**src/core/rcs_pkg.sv**
```systemverilog
// Constants for the clock supervision and calibration block.
// Assumes a 50 MHz APB clock and a synchronous oscillator tick input.
// Behaviour
// - Either active-low reset request gives a power-cycle style reset.
// - Low pulses shorter than an input's qualification delay are ignored.
// - Fast request low drives the reset output low within 50 to 200 ns.
// - Slow request must stay low 20 to 100 ms before reset asserts.
// - Reset output stays asserted 40 to 200 ms after requests return high.
// - Oscillator is 32,768 Hz; calibration acts at the divide-by-256 stage.
// - Calibration magnitude: five unsigned bits, 0 to 31, control low bits.
// - Bit above magnitude: one speeds the clock up, zero slows it.
// - 64-minute cycle; affected seconds shortened by 128 or lengthened by 256.
// - Magnitude N modifies only the first 2N minutes of each cycle.
// - 512 Hz test output runs when stop, test, alarm, watchdog terms allow.
// - Test output is taken before calibration, which never shifts it.
// - Frequency test enable is cleared whenever main power goes down.
// - Battery checked at power-up and every 24 hours, only on supply.
// - A low battery check sets the battery-low flag, flags bit 4.
// - Battery-low flag holds until a later check finds a good battery.
// - Power-up clears hold bits, test, alarm enables, square wave, watchdog.
// - Reset event clears the same bits and leaves other control bits alone.
// - Power-down clears hold bits, test and watchdog; alarm bits are kept.

package rcs_pkg;

  // --------------------------------------------------------------------------
  // Clock and timing
  // --------------------------------------------------------------------------
  localparam int unsigned CLK_HZ = 50_000_000;
  localparam int unsigned CLK_PERIOD_NS = 20;
  localparam int unsigned CYC_PER_MS = CLK_HZ / 1000;
  localparam int unsigned FAST_DELAY_MIN_NS = 50;
  localparam int unsigned FAST_QUAL_CYC =
    (FAST_DELAY_MIN_NS + CLK_PERIOD_NS - 1) / CLK_PERIOD_NS;
  localparam int unsigned SLOW_DELAY_MIN_MS = 20;
  localparam int unsigned SLOW_QUAL_CYC = SLOW_DELAY_MIN_MS * CYC_PER_MS;
  localparam int unsigned RELEASE_DELAY_MIN_MS = 40;
  localparam int unsigned HOLD_CYC = RELEASE_DELAY_MIN_MS * CYC_PER_MS;
  localparam int unsigned BATT_INTERVAL_H = 24;
  localparam int unsigned BATT_INTERVAL_S = BATT_INTERVAL_H * 3600;

  // --------------------------------------------------------------------------
  // Oscillator divider and calibration
  // --------------------------------------------------------------------------
  localparam int unsigned OSC_HZ = 32768;
  localparam int unsigned CAL_STAGE_DIV = 256;
  localparam int unsigned STAGE_TICKS_PER_SEC = OSC_HZ / CAL_STAGE_DIV;
  localparam int unsigned SEC_PER_MIN = 60;
  localparam int unsigned CAL_CYCLE_MIN = 64;
  localparam int unsigned CAL_LAST_MIN = 62;
  localparam int unsigned CAL_SHORTEN_CYC = 128;
  localparam int unsigned CAL_LENGTHEN_CYC = 256;
  localparam int unsigned CAL_MAG_W = 5;
  localparam int unsigned FT_HZ = 512;
  localparam int unsigned FT_HALF_TICKS = OSC_HZ / (2 * FT_HZ);

  // --------------------------------------------------------------------------
  // Register map: indices, byte address is four times the index
  // --------------------------------------------------------------------------
  localparam int unsigned ADDR_W = 21;
  localparam int unsigned IDX_W = 19;
  localparam logic [IDX_W-1:0] IDX_FLAGS_STATUS = 19'h7fff0;
  localparam logic [IDX_W-1:0] IDX_ALARM_MONTH_CONTROL = 19'h7fff6;
  localparam logic [IDX_W-1:0] IDX_WATCHDOG_SETTING = 19'h7fff7;
  localparam logic [IDX_W-1:0] IDX_CONTROL_CALIBRATION = 19'h7fff8;
  localparam logic [IDX_W-1:0] IDX_SECONDS_AND_STOP = 19'h7fff9;
  localparam logic [IDX_W-1:0] IDX_DAY_AND_FREQ_TEST = 19'h7fffc;
  localparam logic [7:0] REG_RESET = 8'h00;

  // Field positions
  localparam int unsigned BL_BIT = 4;
  localparam int unsigned AFE_BIT = 7;
  localparam int unsigned SQUARE_WAVE_ENABLE_BIT = 6;
  localparam int unsigned ABE_BIT = 5;
  localparam int unsigned WDS_BIT = 7;
  localparam int unsigned W_BIT = 7;
  localparam int unsigned R_BIT = 6;
  localparam int unsigned SIGN_BIT = 5;
  localparam int unsigned ST_BIT = 7;
  localparam int unsigned FT_BIT = 6;

  function automatic logic [ADDR_W-1:0] reg_addr(input logic [IDX_W-1:0] idx);
    return {idx, 2'b00};
  endfunction

endpackage

```
**src/core/rcs_supervisor.sv**
```systemverilog
// Reset supervision, calibration, frequency test and battery monitor.
// Assumes APB master on pclk; osc_tick, supply_ok and battery_below are
// synchronous; both pins drive low only, with external pull-ups.
`timescale 1ns/10ps

module rcs_supervisor
  import rcs_pkg::*;
#(
  parameter int unsigned SLOW_QUAL = SLOW_QUAL_CYC,
  parameter int unsigned HOLD = HOLD_CYC,
  parameter int unsigned BATT_SECS = BATT_INTERVAL_S
) (
  // Clock and reset
  input wire logic pclk,
  input wire logic presetn,
  // APB slave
  input wire logic psel,
  input wire logic penable,
  input wire logic pwrite,
  input wire logic [ADDR_W-1:0] paddr,
  input wire logic [31:0] pwdata,
  input wire logic [3:0] pstrb,
  output logic [31:0] prdata,
  output logic pready,
  output logic pslverr,
  // Oscillator and supply monitors
  input wire logic osc_tick,
  input wire logic supply_ok,
  input wire logic battery_below,
  // Reset requests
  input wire logic fast_reset_request_n,
  input wire logic slow_reset_request_n,
  // Reset output, open drain
  input wire logic reset_out_i,
  output logic reset_out_o,
  output logic reset_out_oe,
  // Interrupt and frequency test output, open drain
  input wire logic interrupt_freqtest_out_i,
  output logic interrupt_freqtest_out_o,
  output logic interrupt_freqtest_out_oe
);

  localparam int HOLD_W = $clog2(HOLD + 1);
  localparam int BATT_W = $clog2(BATT_SECS + 1);
  localparam int FT_W = $clog2(FT_HALF_TICKS);

  logic fast_qual;
  logic slow_qual;
  logic any_req;
  logic reset_active;
  logic reset_clear;
  logic [HOLD_W-1:0] hold_cnt;
  logic supply_q;
  logic power_up;
  logic power_down;
  logic wr_ok;
  logic [7:0] rd_byte;
  logic rd_hit;
  logic [7:0] alarm_month;
  logic [7:0] watchdog;
  logic [7:0] control;
  logic [7:0] seconds;
  logic [7:0] day;
  logic osc_run;
  logic sec_tick;
  logic [FT_W-1:0] ft_cnt;
  logic ft_wave;
  logic ft_cond;
  logic [BATT_W-1:0] batt_secs;
  logic interval_done;
  logic check_pending;
  logic check_now;
  logic battery_low_flag;

  // --------------------------------------------------------------------------
  // Reset request qualification
  // --------------------------------------------------------------------------
  rcs_low_filter #(
    .QUAL(FAST_QUAL_CYC)
  ) u_fast_filter (
    .pclk(pclk),
    .presetn(presetn),
    .req_n(fast_reset_request_n),
    .qualified(fast_qual)
  );

  rcs_low_filter #(
    .QUAL(SLOW_QUAL)
  ) u_slow_filter (
    .pclk(pclk),
    .presetn(presetn),
    .req_n(slow_reset_request_n),
    .qualified(slow_qual)
  );

  // Supply loss acts like a request, so both paths share one release timer
  assign any_req = fast_qual | slow_qual | ~supply_ok;

  always_ff @(posedge pclk or negedge presetn) begin
    if (!presetn) begin
      reset_active <= 1'b1;
      hold_cnt <= '0;
    end else if (any_req) begin
      reset_active <= 1'b1;
      hold_cnt <= '0;
    end else if (reset_active && hold_cnt == HOLD_W'(HOLD - 1)) begin
      reset_active <= 1'b0;
      hold_cnt <= '0;
    end else if (reset_active) begin
      hold_cnt <= hold_cnt + HOLD_W'(1);
    end
  end

  assign reset_out_o = 1'b0;
  assign reset_out_oe = reset_active;
  // Alarm bits are kept while the supply is down, cleared once it returns
  assign reset_clear = reset_active & supply_ok;

  // --------------------------------------------------------------------------
  // Supply edges
  // --------------------------------------------------------------------------
  always_ff @(posedge pclk or negedge presetn) begin
    if (!presetn) begin
      supply_q <= 1'b0;
    end else begin
      supply_q <= supply_ok;
    end
  end

  assign power_up = supply_ok & ~supply_q;
  assign power_down = ~supply_ok & supply_q;

  // --------------------------------------------------------------------------
  // APB slave: zero wait states, read data captured in the setup cycle
  // --------------------------------------------------------------------------
  assign pready = 1'b1;
  assign wr_ok = psel & penable & pwrite & pstrb[0] & supply_ok;

  always_comb begin
    rd_byte = 8'h00;
    rd_hit = 1'b1;
    case (paddr)
      reg_addr(IDX_FLAGS_STATUS): rd_byte[BL_BIT] = battery_low_flag;
      reg_addr(IDX_ALARM_MONTH_CONTROL): rd_byte = alarm_month;
      reg_addr(IDX_WATCHDOG_SETTING): rd_byte = watchdog;
      reg_addr(IDX_CONTROL_CALIBRATION): rd_byte = control;
      reg_addr(IDX_SECONDS_AND_STOP): rd_byte = seconds;
      reg_addr(IDX_DAY_AND_FREQ_TEST): rd_byte = day;
      default: rd_hit = 1'b0;
    endcase
  end

  always_ff @(posedge pclk or negedge presetn) begin
    if (!presetn) begin
      prdata <= 32'h0000_0000;
      pslverr <= 1'b0;
    end else if (psel && !penable) begin
      prdata <= {24'h00_0000, rd_byte};
      pslverr <= ~rd_hit;
    end
  end

  // --------------------------------------------------------------------------
  // Control registers
  // --------------------------------------------------------------------------
  always_ff @(posedge pclk or negedge presetn) begin
    if (!presetn) begin
      alarm_month <= REG_RESET;
    end else if (reset_clear) begin
      alarm_month[AFE_BIT] <= 1'b0;
      alarm_month[ABE_BIT] <= 1'b0;
      alarm_month[SQUARE_WAVE_ENABLE_BIT] <= 1'b0;
    end else if (wr_ok && paddr == reg_addr(IDX_ALARM_MONTH_CONTROL)) begin
      alarm_month <= pwdata[7:0];
    end
  end

  always_ff @(posedge pclk or negedge presetn) begin
    if (!presetn) begin
      watchdog <= REG_RESET;
    end else if (reset_clear || power_down) begin
      watchdog <= REG_RESET;
    end else if (wr_ok && paddr == reg_addr(IDX_WATCHDOG_SETTING)) begin
      watchdog <= pwdata[7:0];
    end
  end

  always_ff @(posedge pclk or negedge presetn) begin
    if (!presetn) begin
      control <= REG_RESET;
    end else if (reset_clear || power_down) begin
      control[W_BIT] <= 1'b0;
      control[R_BIT] <= 1'b0;
    end else if (wr_ok && paddr == reg_addr(IDX_CONTROL_CALIBRATION)) begin
      control <= pwdata[7:0];
    end
  end

  always_ff @(posedge pclk or negedge presetn) begin
    if (!presetn) begin
      seconds <= REG_RESET;
    end else if (wr_ok && paddr == reg_addr(IDX_SECONDS_AND_STOP)) begin
      seconds <= pwdata[7:0];
    end
  end

  always_ff @(posedge pclk or negedge presetn) begin
    if (!presetn) begin
      day <= REG_RESET;
    end else if (reset_clear || power_down) begin
      day[FT_BIT] <= 1'b0;
    end else if (wr_ok && paddr == reg_addr(IDX_DAY_AND_FREQ_TEST)) begin
      day <= pwdata[7:0];
    end
  end

  // --------------------------------------------------------------------------
  // Calibrated divider and frequency test
  // --------------------------------------------------------------------------
  assign osc_run = osc_tick & ~seconds[ST_BIT];

  rcs_cal_divider u_divider (
    .pclk(pclk),
    .presetn(presetn),
    .osc_run(osc_run),
    .cal_mag(control[CAL_MAG_W-1:0]),
    .cal_pos(control[SIGN_BIT]),
    .sec_tick(sec_tick)
  );

  // Test wave counts raw oscillator cycles, untouched by calibration
  always_ff @(posedge pclk or negedge presetn) begin
    if (!presetn) begin
      ft_cnt <= '0;
      ft_wave <= 1'b0;
    end else if (osc_run) begin
      ft_cnt <= ft_cnt + FT_W'(1);
      if (ft_cnt == FT_W'(FT_HALF_TICKS - 1)) begin
        ft_wave <= ~ft_wave;
      end
    end
  end

  assign ft_cond = ~seconds[ST_BIT] & day[FT_BIT] & ~alarm_month[AFE_BIT] &
    (watchdog[WDS_BIT] | (watchdog == 8'h00));

  always_ff @(posedge pclk or negedge presetn) begin
    if (!presetn) begin
      interrupt_freqtest_out_oe <= 1'b0;
    end else begin
      interrupt_freqtest_out_oe <= ft_cond & ~ft_wave;
    end
  end

  assign interrupt_freqtest_out_o = 1'b0;

  // --------------------------------------------------------------------------
  // Battery monitor
  // --------------------------------------------------------------------------
  assign interval_done = supply_ok & sec_tick &
    (batt_secs == BATT_W'(BATT_SECS - 1));

  always_ff @(posedge pclk or negedge presetn) begin
    if (!presetn) begin
      batt_secs <= '0;
    end else if (power_up || !supply_ok || interval_done) begin
      batt_secs <= '0;
    end else if (sec_tick) begin
      batt_secs <= batt_secs + BATT_W'(1);
    end
  end

  assign check_now = check_pending & supply_ok;

  // A new request wins over completion of the previous one
  always_ff @(posedge pclk or negedge presetn) begin
    if (!presetn) begin
      check_pending <= 1'b1;
    end else if (power_up || interval_done) begin
      check_pending <= 1'b1;
    end else if (check_now) begin
      check_pending <= 1'b0;
    end
  end

  always_ff @(posedge pclk or negedge presetn) begin
    if (!presetn) begin
      battery_low_flag <= 1'b0;
    end else if (check_now) begin
      battery_low_flag <= battery_below;
    end
  end

  // --------------------------------------------------------------------------
  // Checks
  // --------------------------------------------------------------------------
  logic [31:0] slow_low_run;
  logic [31:0] idle_run;

  always_ff @(posedge pclk or negedge presetn) begin
    if (!presetn) begin
      slow_low_run <= 32'h0000_0000;
      idle_run <= 32'h0000_0000;
    end else begin
      slow_low_run <= slow_reset_request_n ? 32'h0 : slow_low_run + 32'h1;
      idle_run <= any_req ? 32'h0 : idle_run + 32'h1;
    end
  end
endmodule

```
**src/core/rcs_low_filter.sv**
```systemverilog
// Low-level qualification filter for one active-low request.
// Assumes the request is synchronous to pclk.
`timescale 1ns/10ps

module rcs_low_filter
  import rcs_pkg::*;
#(
  parameter int unsigned QUAL = FAST_QUAL_CYC,
  parameter int unsigned CNT_W = $clog2(QUAL + 1)
) (
  // Clock and reset
  input wire logic pclk,
  input wire logic presetn,
  // Request and result
  input wire logic req_n,
  output logic qualified
);

  logic [CNT_W-1:0] low_cnt;

  // Counts consecutive low samples; any high sample restarts the count
  always_ff @(posedge pclk or negedge presetn) begin
    if (!presetn) begin
      low_cnt <= '0;
    end else if (req_n) begin
      low_cnt <= '0;
    end else if (low_cnt != CNT_W'(QUAL)) begin
      low_cnt <= low_cnt + CNT_W'(1);
    end
  end

  assign qualified = (low_cnt == CNT_W'(QUAL));

endmodule

```
**src/core/rcs_cal_divider.sv**
```systemverilog
// Calibrated oscillator divider producing one tick per second.
// Assumes osc_run pulses once per running oscillator cycle.
`timescale 1ns/10ps

module rcs_cal_divider
  import rcs_pkg::*;
(
  // Clock and reset
  input wire logic pclk,
  input wire logic presetn,
  // Oscillator and calibration setting
  input wire logic osc_run,
  input wire logic [CAL_MAG_W-1:0] cal_mag,
  input wire logic cal_pos,
  // Divided output
  output logic sec_tick
);

  localparam int LEN_W = $clog2(CAL_STAGE_DIV + CAL_LENGTHEN_CYC + 1);
  localparam int SUB_W = $clog2(STAGE_TICKS_PER_SEC);
  localparam int SEC_W = $clog2(SEC_PER_MIN);
  localparam int MIN_W = $clog2(CAL_CYCLE_MIN);

  logic [LEN_W-1:0] stage_cnt;
  logic [LEN_W-1:0] period_len;
  logic [SUB_W-1:0] sub_cnt;
  logic [SEC_W-1:0] sec_cnt;
  logic [MIN_W-1:0] min_cnt;
  logic adjust_now;
  logic stage_wrap;
  logic sub_wrap;

  // --------------------------------------------------------------------------
  // Correction window: first stage period of second 0, first 2N minutes
  // --------------------------------------------------------------------------
  assign adjust_now = (sec_cnt == '0) && (sub_cnt == '0) &&
    (min_cnt < {cal_mag, 1'b0});

  // Split shortens the stage period, blanking stretches it
  always_comb begin
    period_len = LEN_W'(CAL_STAGE_DIV);
    if (adjust_now && cal_pos) begin
      period_len = LEN_W'(CAL_STAGE_DIV - CAL_SHORTEN_CYC);
    end else if (adjust_now) begin
      period_len = LEN_W'(CAL_STAGE_DIV + CAL_LENGTHEN_CYC);
    end
  end

  // A setting change mid-period may leave the count past the new end
  assign stage_wrap = (stage_cnt >= period_len - LEN_W'(1));
  assign sub_wrap = (sub_cnt == SUB_W'(STAGE_TICKS_PER_SEC - 1));

  // --------------------------------------------------------------------------
  // Divider chain
  // --------------------------------------------------------------------------
  always_ff @(posedge pclk or negedge presetn) begin
    if (!presetn) begin
      stage_cnt <= '0;
      sub_cnt <= '0;
      sec_cnt <= '0;
      min_cnt <= '0;
    end else if (osc_run) begin
      if (stage_wrap) begin
        stage_cnt <= '0;
        sub_cnt <= sub_cnt + SUB_W'(1);
        if (sub_wrap && sec_cnt == SEC_W'(SEC_PER_MIN - 1)) begin
          sec_cnt <= '0;
          min_cnt <= min_cnt + MIN_W'(1);
        end else if (sub_wrap) begin
          sec_cnt <= sec_cnt + SEC_W'(1);
        end
      end else begin
        stage_cnt <= stage_cnt + LEN_W'(1);
      end
    end
  end

  always_ff @(posedge pclk or negedge presetn) begin
    if (!presetn) begin
      sec_tick <= 1'b0;
    end else begin
      sec_tick <= osc_run && stage_wrap && sub_wrap;
    end
  end
endmodule

```
**config.mk**
```make
export PLATFORM = sky130hd
export DESIGN_NAME = rcs_supervisor
export DESIGN_NICKNAME = d
export VERILOG_FILES = /design/src/core/rcs_pkg.sv /design/src/core/rcs_supervisor.sv /design/src/core/rcs_low_filter.sv /design/src/core/rcs_cal_divider.sv
export SDC_FILE = /design/constraint.sdc
export NUM_CORES = 1
export LEC_CHECK = 0
export ABC_AREA = 0
export BUFFER_PORTS_ARGS = -buffer_cell sky130_fd_sc_hd__buf_2
export CAP_MARGIN = 20
export CORE_UTILIZATION = 55
export CTS_BUF_LIST = sky130_fd_sc_hd__clkbuf_8
export DETAILED_ROUTE_END_ITERATION = 8
export PLACE_DENSITY = 0.77
export SLEW_MARGIN = 5
export SYNTH_ARGS = -nofsm -noshare
export SYNTH_HDL_FRONTEND = slang
export SYNTH_SLANG_ARGS = --single-unit
```
**constraint.sdc**
```tcl
create_clock -name pclk -period 9.4 [get_ports pclk]
set_input_delay 1.41 -clock pclk [delete_from_list [all_inputs] [get_ports pclk]]
set_output_delay 1.41 -clock pclk [all_outputs]
set_load 0.02 [all_outputs]
```
After elaboration in Yosys (flattened, before gate mapping) --
Cells that the tools add are included.
Storage, ports and cells: flip-flop bits (word level) 150, bits of input ports 69, word-level logic and storage cells 150, output and inout port bits 38
Operators by class: bitwise operators 26, add/sub/neg operators 10, multiplexer cells 30, eq/ne operators 15, magnitude comparators 2, reductions and logical operators 41
Operators by type and width (count):
- 21-bit equality test (second input constant) | 7
- 21-bit 2-to-1 mux | 3
- 20-bit 2-to-1 mux | 2
- 17-bit 2-to-1 mux | 2
- 8-bit 2-to-1 mux | 4
- 10-bit 2-to-1 mux | 3
- 21-bit by 1-bit adder with 21-bit output (second input constant) | 1
- 20-bit by 1-bit adder with 20-bit output (second input constant) | 1
- 20-bit equality test (second input constant) | 1
- 20-bit != test (second input constant) | 1
- 4-bit case mux with 5 select lines | 1
- 2-bit nonzero test | 10
- 17-bit by 1-bit adder with 17-bit output (second input constant) | 1
- 17-bit equality test (second input constant) | 1
- 1-bit bitwise AND | 15
- 3-bit case mux with 5 select lines | 1
- 1-bit logical AND | 13
- 6-bit by 1-bit adder with 6-bit output (second input constant) | 2
- 6-bit 2-to-1 mux | 2
- 10-bit by 1-bit adder with 10-bit output (second input constant) | 1
- 10-bit greater-or-equal comparator | 1
- 2-bit AND reduction | 5
- 10-bit by 1-bit subtractor with 10-bit output (second input constant) | 1
- 8-bit zero test | 1
- other kinds (23) | 44

Longest topological paths before layout --
depth in word-level cells 9, mapped depth 13

Cells and area by module --
Synthesis repeated with hierarchy kept, for this count alone.
Second synthesis, totals: cells, all modules 766, area, all modules 7955.1 sq um
Modules (own cells, without submodules):
- rcs_supervisor | instances 1, sequential area each 2454.9 sq um, area each 5053.6 sq um, cells an instance 480
- rcs_cal_divider | instances 1, sequential area each 750.7 sq um, area each 1669.1 sq um, cells an instance 166
- rcs_low_filter (u_slow_filter) | instances 1, sequential area each 500.5 sq um, area each 1143.6 sq um, cells an instance 113
- rcs_low_filter (u_fast_filter) | instances 1, sequential area each 50.0 sq um, area each 88.8 sq um, cells an instance 7

Worst setup path before layout --
OpenSTA, ideal clock, no wires.
kind input to register, start point input paddr[1], end point register alarm_month[0], path slack 6.219 ns, data arrival time 3.056 ns, setup time 0.125 ns, buffers on the path 0, stages 5, cells stage by stage or3b_1 > nor2_2 > nand3_1 > nor4_4 > mux2_2
Between the ends: cells in the longest elaborated chain, start to end 3
RTL lines:
- from (decl) | line rcs_supervisor.sv:20 | input wire logic [ADDR_W-1:0] paddr,
- 21-bit equality test | line rcs_supervisor.sv:173 | end else if (wr_ok && paddr == reg_addr(IDX_ALARM_MONTH_CONTROL)) begin
- 1-bit logical AND | line rcs_supervisor.sv:173
- 2-bit AND reduction (no line)
- to (signal assigned) | line rcs_supervisor.sv:174 | alarm_month <= pwdata[7:0];
- to (decl) | line rcs_supervisor.sv:59 | logic [7:0] alarm_month;
Every way passes these cells. A chain may end at the register's enable or synchronous reset.

Worst setup path in the final report --
start point register u_divider.min_cnt[2], end point register u_divider.sub_cnt[6]
Between the ends: cells in the longest elaborated chain, start to end 7, elaborated cells between the ends (all ways) 8, those cells by class 1 x add/sub; 2 x order compare; 2 x mux; 3 x reduce/logical
RTL lines:
- from (decl) | line rcs_cal_divider.sv:28 | logic [MIN_W-1:0] min_cnt;
- from (signal assigned) | line rcs_cal_divider.sv:68 | min_cnt <= min_cnt + MIN_W'(1);
- 6-bit less-than comparator (*) | line rcs_cal_divider.sv:37 | (min_cnt < {cal_mag, 1'b0});
- 1-bit logical AND (*) | line rcs_cal_divider.sv:36 | assign adjust_now = (sec_cnt == '0) && (sub_cnt == '0) &&
- 10-bit 2-to-1 mux / 1-bit logical AND (equally long branches) | line rcs_cal_divider.sv:44, rcs_cal_divider.sv:42
- 10-bit 2-to-1 mux (*) | line rcs_cal_divider.sv:42 | if (adjust_now && cal_pos) begin
- 10-bit by 1-bit subtractor with 10-bit output (*) | line rcs_cal_divider.sv:50 | assign stage_wrap = (stage_cnt >= period_len - LEN_W'(1));
- 10-bit greater-or-equal comparator (*) | line rcs_cal_divider.sv:50
- 2-bit AND reduction (no line) (*)
- to (signal assigned) | line rcs_cal_divider.sv:65 | sub_cnt <= sub_cnt + SUB_W'(1);
- to (decl) | line rcs_cal_divider.sv:26 | logic [SUB_W-1:0] sub_cnt;
Mark *: on every way between the ends. The rest lies on a longest branch, timed or not.

==> flow_metrics.tcl <==
set metrics [dict create \
    wirelength_um 17100 \
    drive_gt1_share_pct 16.2 \
    grt_use_total_pct 24.3 \
    net-switching-power_uw 390 \
    grt_pass1_wl_um 28400 \
    portBuffers 50 \
    total_power_uw 1320 \
    num_rows 43 \
    grt_pass1_vias 6034 \
    async_flop_share_pct 100 \
    clock_path_buffers 2 \
    gp_congestion 0.900 \
    path_cells "ha_1 -> a21o_1 -> a21o_1 -> a21o_1 -> a211o_1 -> ha_1 -> nand3_1 -> or3_1 -> a21oi_1 -> nand4_1 -> xnor2_1" \
    pwr-share-comb_pct 10.7 \
    layout_commonest_cell "dfrtp_1" \
    antenna_cells 0 \
    drt_first_pass_iters 5 \
    switching_share_pct 29.6 \
    worstRegToRegCells 11 \
    hold_depth 1 \
    timing.final.crit_share_pct 38.9 \
    fmax_ghz 0.273 \
    crit_type "flop to flop" \
    internal_power_uw 927 \
    end_kind "flop" \
    antenna_found_initial 0 \
    relSlewSlack_pct 31.0 \
    cts_root_buf "clkbuf_8" \
    htreeDepth 4 \
    start_kind "flop" \
    skew_ns 0.0175 \
    min_from "ft_cnt[3]" \
    final_cell_mix "dfrtp_1, nor2_1, nand2_1" \
    synth-edff-count 0 \
    syn_area_per_cell_um2 10.2 \
    worstMarginPinSlew_ns 1.03 \
    worst-path-buf-inv 0 \
    cts_setup_buffers 0 \
    cp_data_required_time_ns 9.75 \
    ys_ff_latch 150 \
    cts_sinks 150 \
    outcome "finished, final reports clean" \
    grt_max_degree 78 \
    vias 6151 \
    dieArea_um2 15100 \
    critPathMaxFanout 13 \
    routedWlPerCell_um 16.6 \
    netlist.top_cell.by_area "dfrtp_1" \
    slew_viol_final 0 \
    synthTopCellsByArea "dfrtp_1, mux2_2, mux2i_1, nor2_1, nand4_1" \
    vdd_drop_max_mv 0.155 \
    max_cap_viol_count 0 \
    setup_violations 0 \
    cp_top_family "compound AO/OA/AOI/OAI gates" \
    critPathMaxStageDelay_ns 0.79 \
    cts_resized 0 \
    synthDistinctLibCells 73 \
    arrival_ns 4.01 \
    synth_flop_cell "dfrtp_1" \
    remaining_drc_errors 0 \
    dp_hpwl_um 12100 \
    synth_top_area_share_pct 46.2 \
    synthToLayoutAreaGrowth_pct 8.29 \
    hold_class "flop to flop" \
    p_leak_uw 0.00399 \
    hold_buffers 0 \
    hold_viol 0 \
    crit_slowest_cell "a21oi_1" \
    ant_nets 0 \
    reg2reg_to "u_divider.sub_cnt[6]" \
    insertion_delay_ns 0.47 \
    start_util_pct 57.1 \
    ys_seq_area_share_pct 46.9 \
    cts_tree "built" \
    hold_path_end "ft_cnt[3]" \
    cts.clk_slew.worst_paths_ns 0.09 \
    fin_tns_setup_ns 0 \
    die_h_um 123 \
    post-route-min-period_ns 3.66 \
    p_seq_share_pct 54.1 \
    viasPerCell 5.99 \
    pin_count 107 \
    ys_warn_count 0 \
    numCtsBuffers 17 \
    synthCells 787 \
    worstSetupPathDepth 11 \
    synth.cell_area_um2 8010 \
    crit_top_cell "a21o_1" \
    rsz0062_at_grt "no" \
    pwr-share-clk_pct 35.2 \
    r2r_setup_slack_ns 5.74 \
    reg2reg_from "u_divider.min_cnt[2]" \
    core_um2 14000 \
    die_w_um 123 \
    final_nets 923 \
    overflow 0 \
    drtIter0Drc 517 \
    cellPowerDensity_nw_per_um2 152 \
]
[worst reg2reg max path, cell delays in order (launching register included)]
cell and delay, ns:
dfrtp_1 0.45, ha_1 0.30, a21o_1 0.16, a21o_1 0.19, a21o_1 0.21, a211o_1 0.30, ha_1 0.31, nand3_1 0.12
or3_1 0.35, a21oi_1 0.79, nand4_1 0.21, xnor2_1 0.18
[layout make-up]
type,instances,area (um^2)
fillers,1126,5370
multi-input cells,587,3950
flip-flops and latches,150,3760
repair buffers,54,287
clock buffers,18,248
well taps,180,225
clock inverters,14,118
inverters,24,90.1
[stage by stage]
step | cell area, um^2 | instances | hold slack (ns) | utilization (%) | setup slack [ns]
after detailed placement | 8310 | 995 | 0.464 | 59.2 | 5.69
final | 8680 | 1027 | 0.474 | 61.8 | 5.74
after global placement | 8310 | 995 | 0.454 | 59.2 | 5.75
after global routing | 8680 | 1027 | 0.518 | 61.8 | 5.45
after floorplan | 8110 | 813 | 0.428 | - | 6.22
after CTS | 8680 | 1027 | 0.480 | 61.8 | 5.73
[synthesized netlist by cell type (9+ instances only)]
master	number
and4_1	9
xor2_1	27
nand2_1	66
nand3_1	33
mux2i_1	33
and3_1	16
dfrtp_1	148
nor3_1	19
inv_1	24
xnor2_1	26
nor4_1	10
ha_1	20
mux2_2	30
nand4_1	44
buf_4	27
nor2_1	75
a21oi_1	12
clkbuf_1	16
o21ai_0	26
[worst max path at each step]
stage,startpoint,to,slack (ns)
floorplan,paddr[1],alarm_month[0],6.22
global placement,paddr[1],alarm_month[0],5.75
detailed placement,paddr[1],alarm_month[3],5.69
CTS,u_divider.min_cnt[2],u_divider.sub_cnt[6],5.73
global route,u_divider.min_cnt[2],u_divider.sub_cnt[5],5.45
finish,u_divider.min_cnt[2],u_divider.sub_cnt[6],5.74
[cell families after synthesis]
logic type | Yosys count | share of synthesized area [%]
flops | 150 | 46.9
other cells | 2 | 0.0937
mux | 63 | 8.34
fa+ha+maj | 21 | 3.25
xor+xnor | 53 | 5.79
buf+inv | 76 | 5.00
compound gates | 99 | 8.93
simple gates | 323 | 21.7
[flip-flops by register name, indices dropped and copies added, names as in the netlist, 6 cells and up]
register,count
hold_cnt,21
u_slow_filter.low_cnt,20
batt_secs,17
u_divider.stage_cnt,10
alarm_month,8
control,8
day,8
prdata,8
seconds,8
watchdog,8
u_divider.sub_cnt,7
u_divider.min_cnt,6
u_divider.sec_cnt,6
[per-layer routing]
layer | part of all wire, % | wire length, um | GRT usage, %
met1 | 44 | 7510 | 30.9
met2 | 50 | 8470 | 40.1
met3 | 4.6 | 780 | 5.86
met4 | 1.9 | 330 | 8.99
met5 | 0 | 0 | 0
[power groups by stage]
| stage | Sequential, uW | Clock, uW | Combinational (uW) |
|---|---|---|---|
| final | 713 | 463 | 141 |
| after global routing | 718 | 502 | 159 |
| after CTS | 713 | 473 | 142 |
| after detailed placement | 726 | 0 | 141 |
| after global placement | 722 | 0 | 133 |
| after floorplan | 723 | 0 | 96.8 |
(Power assumes the default switching activity.)
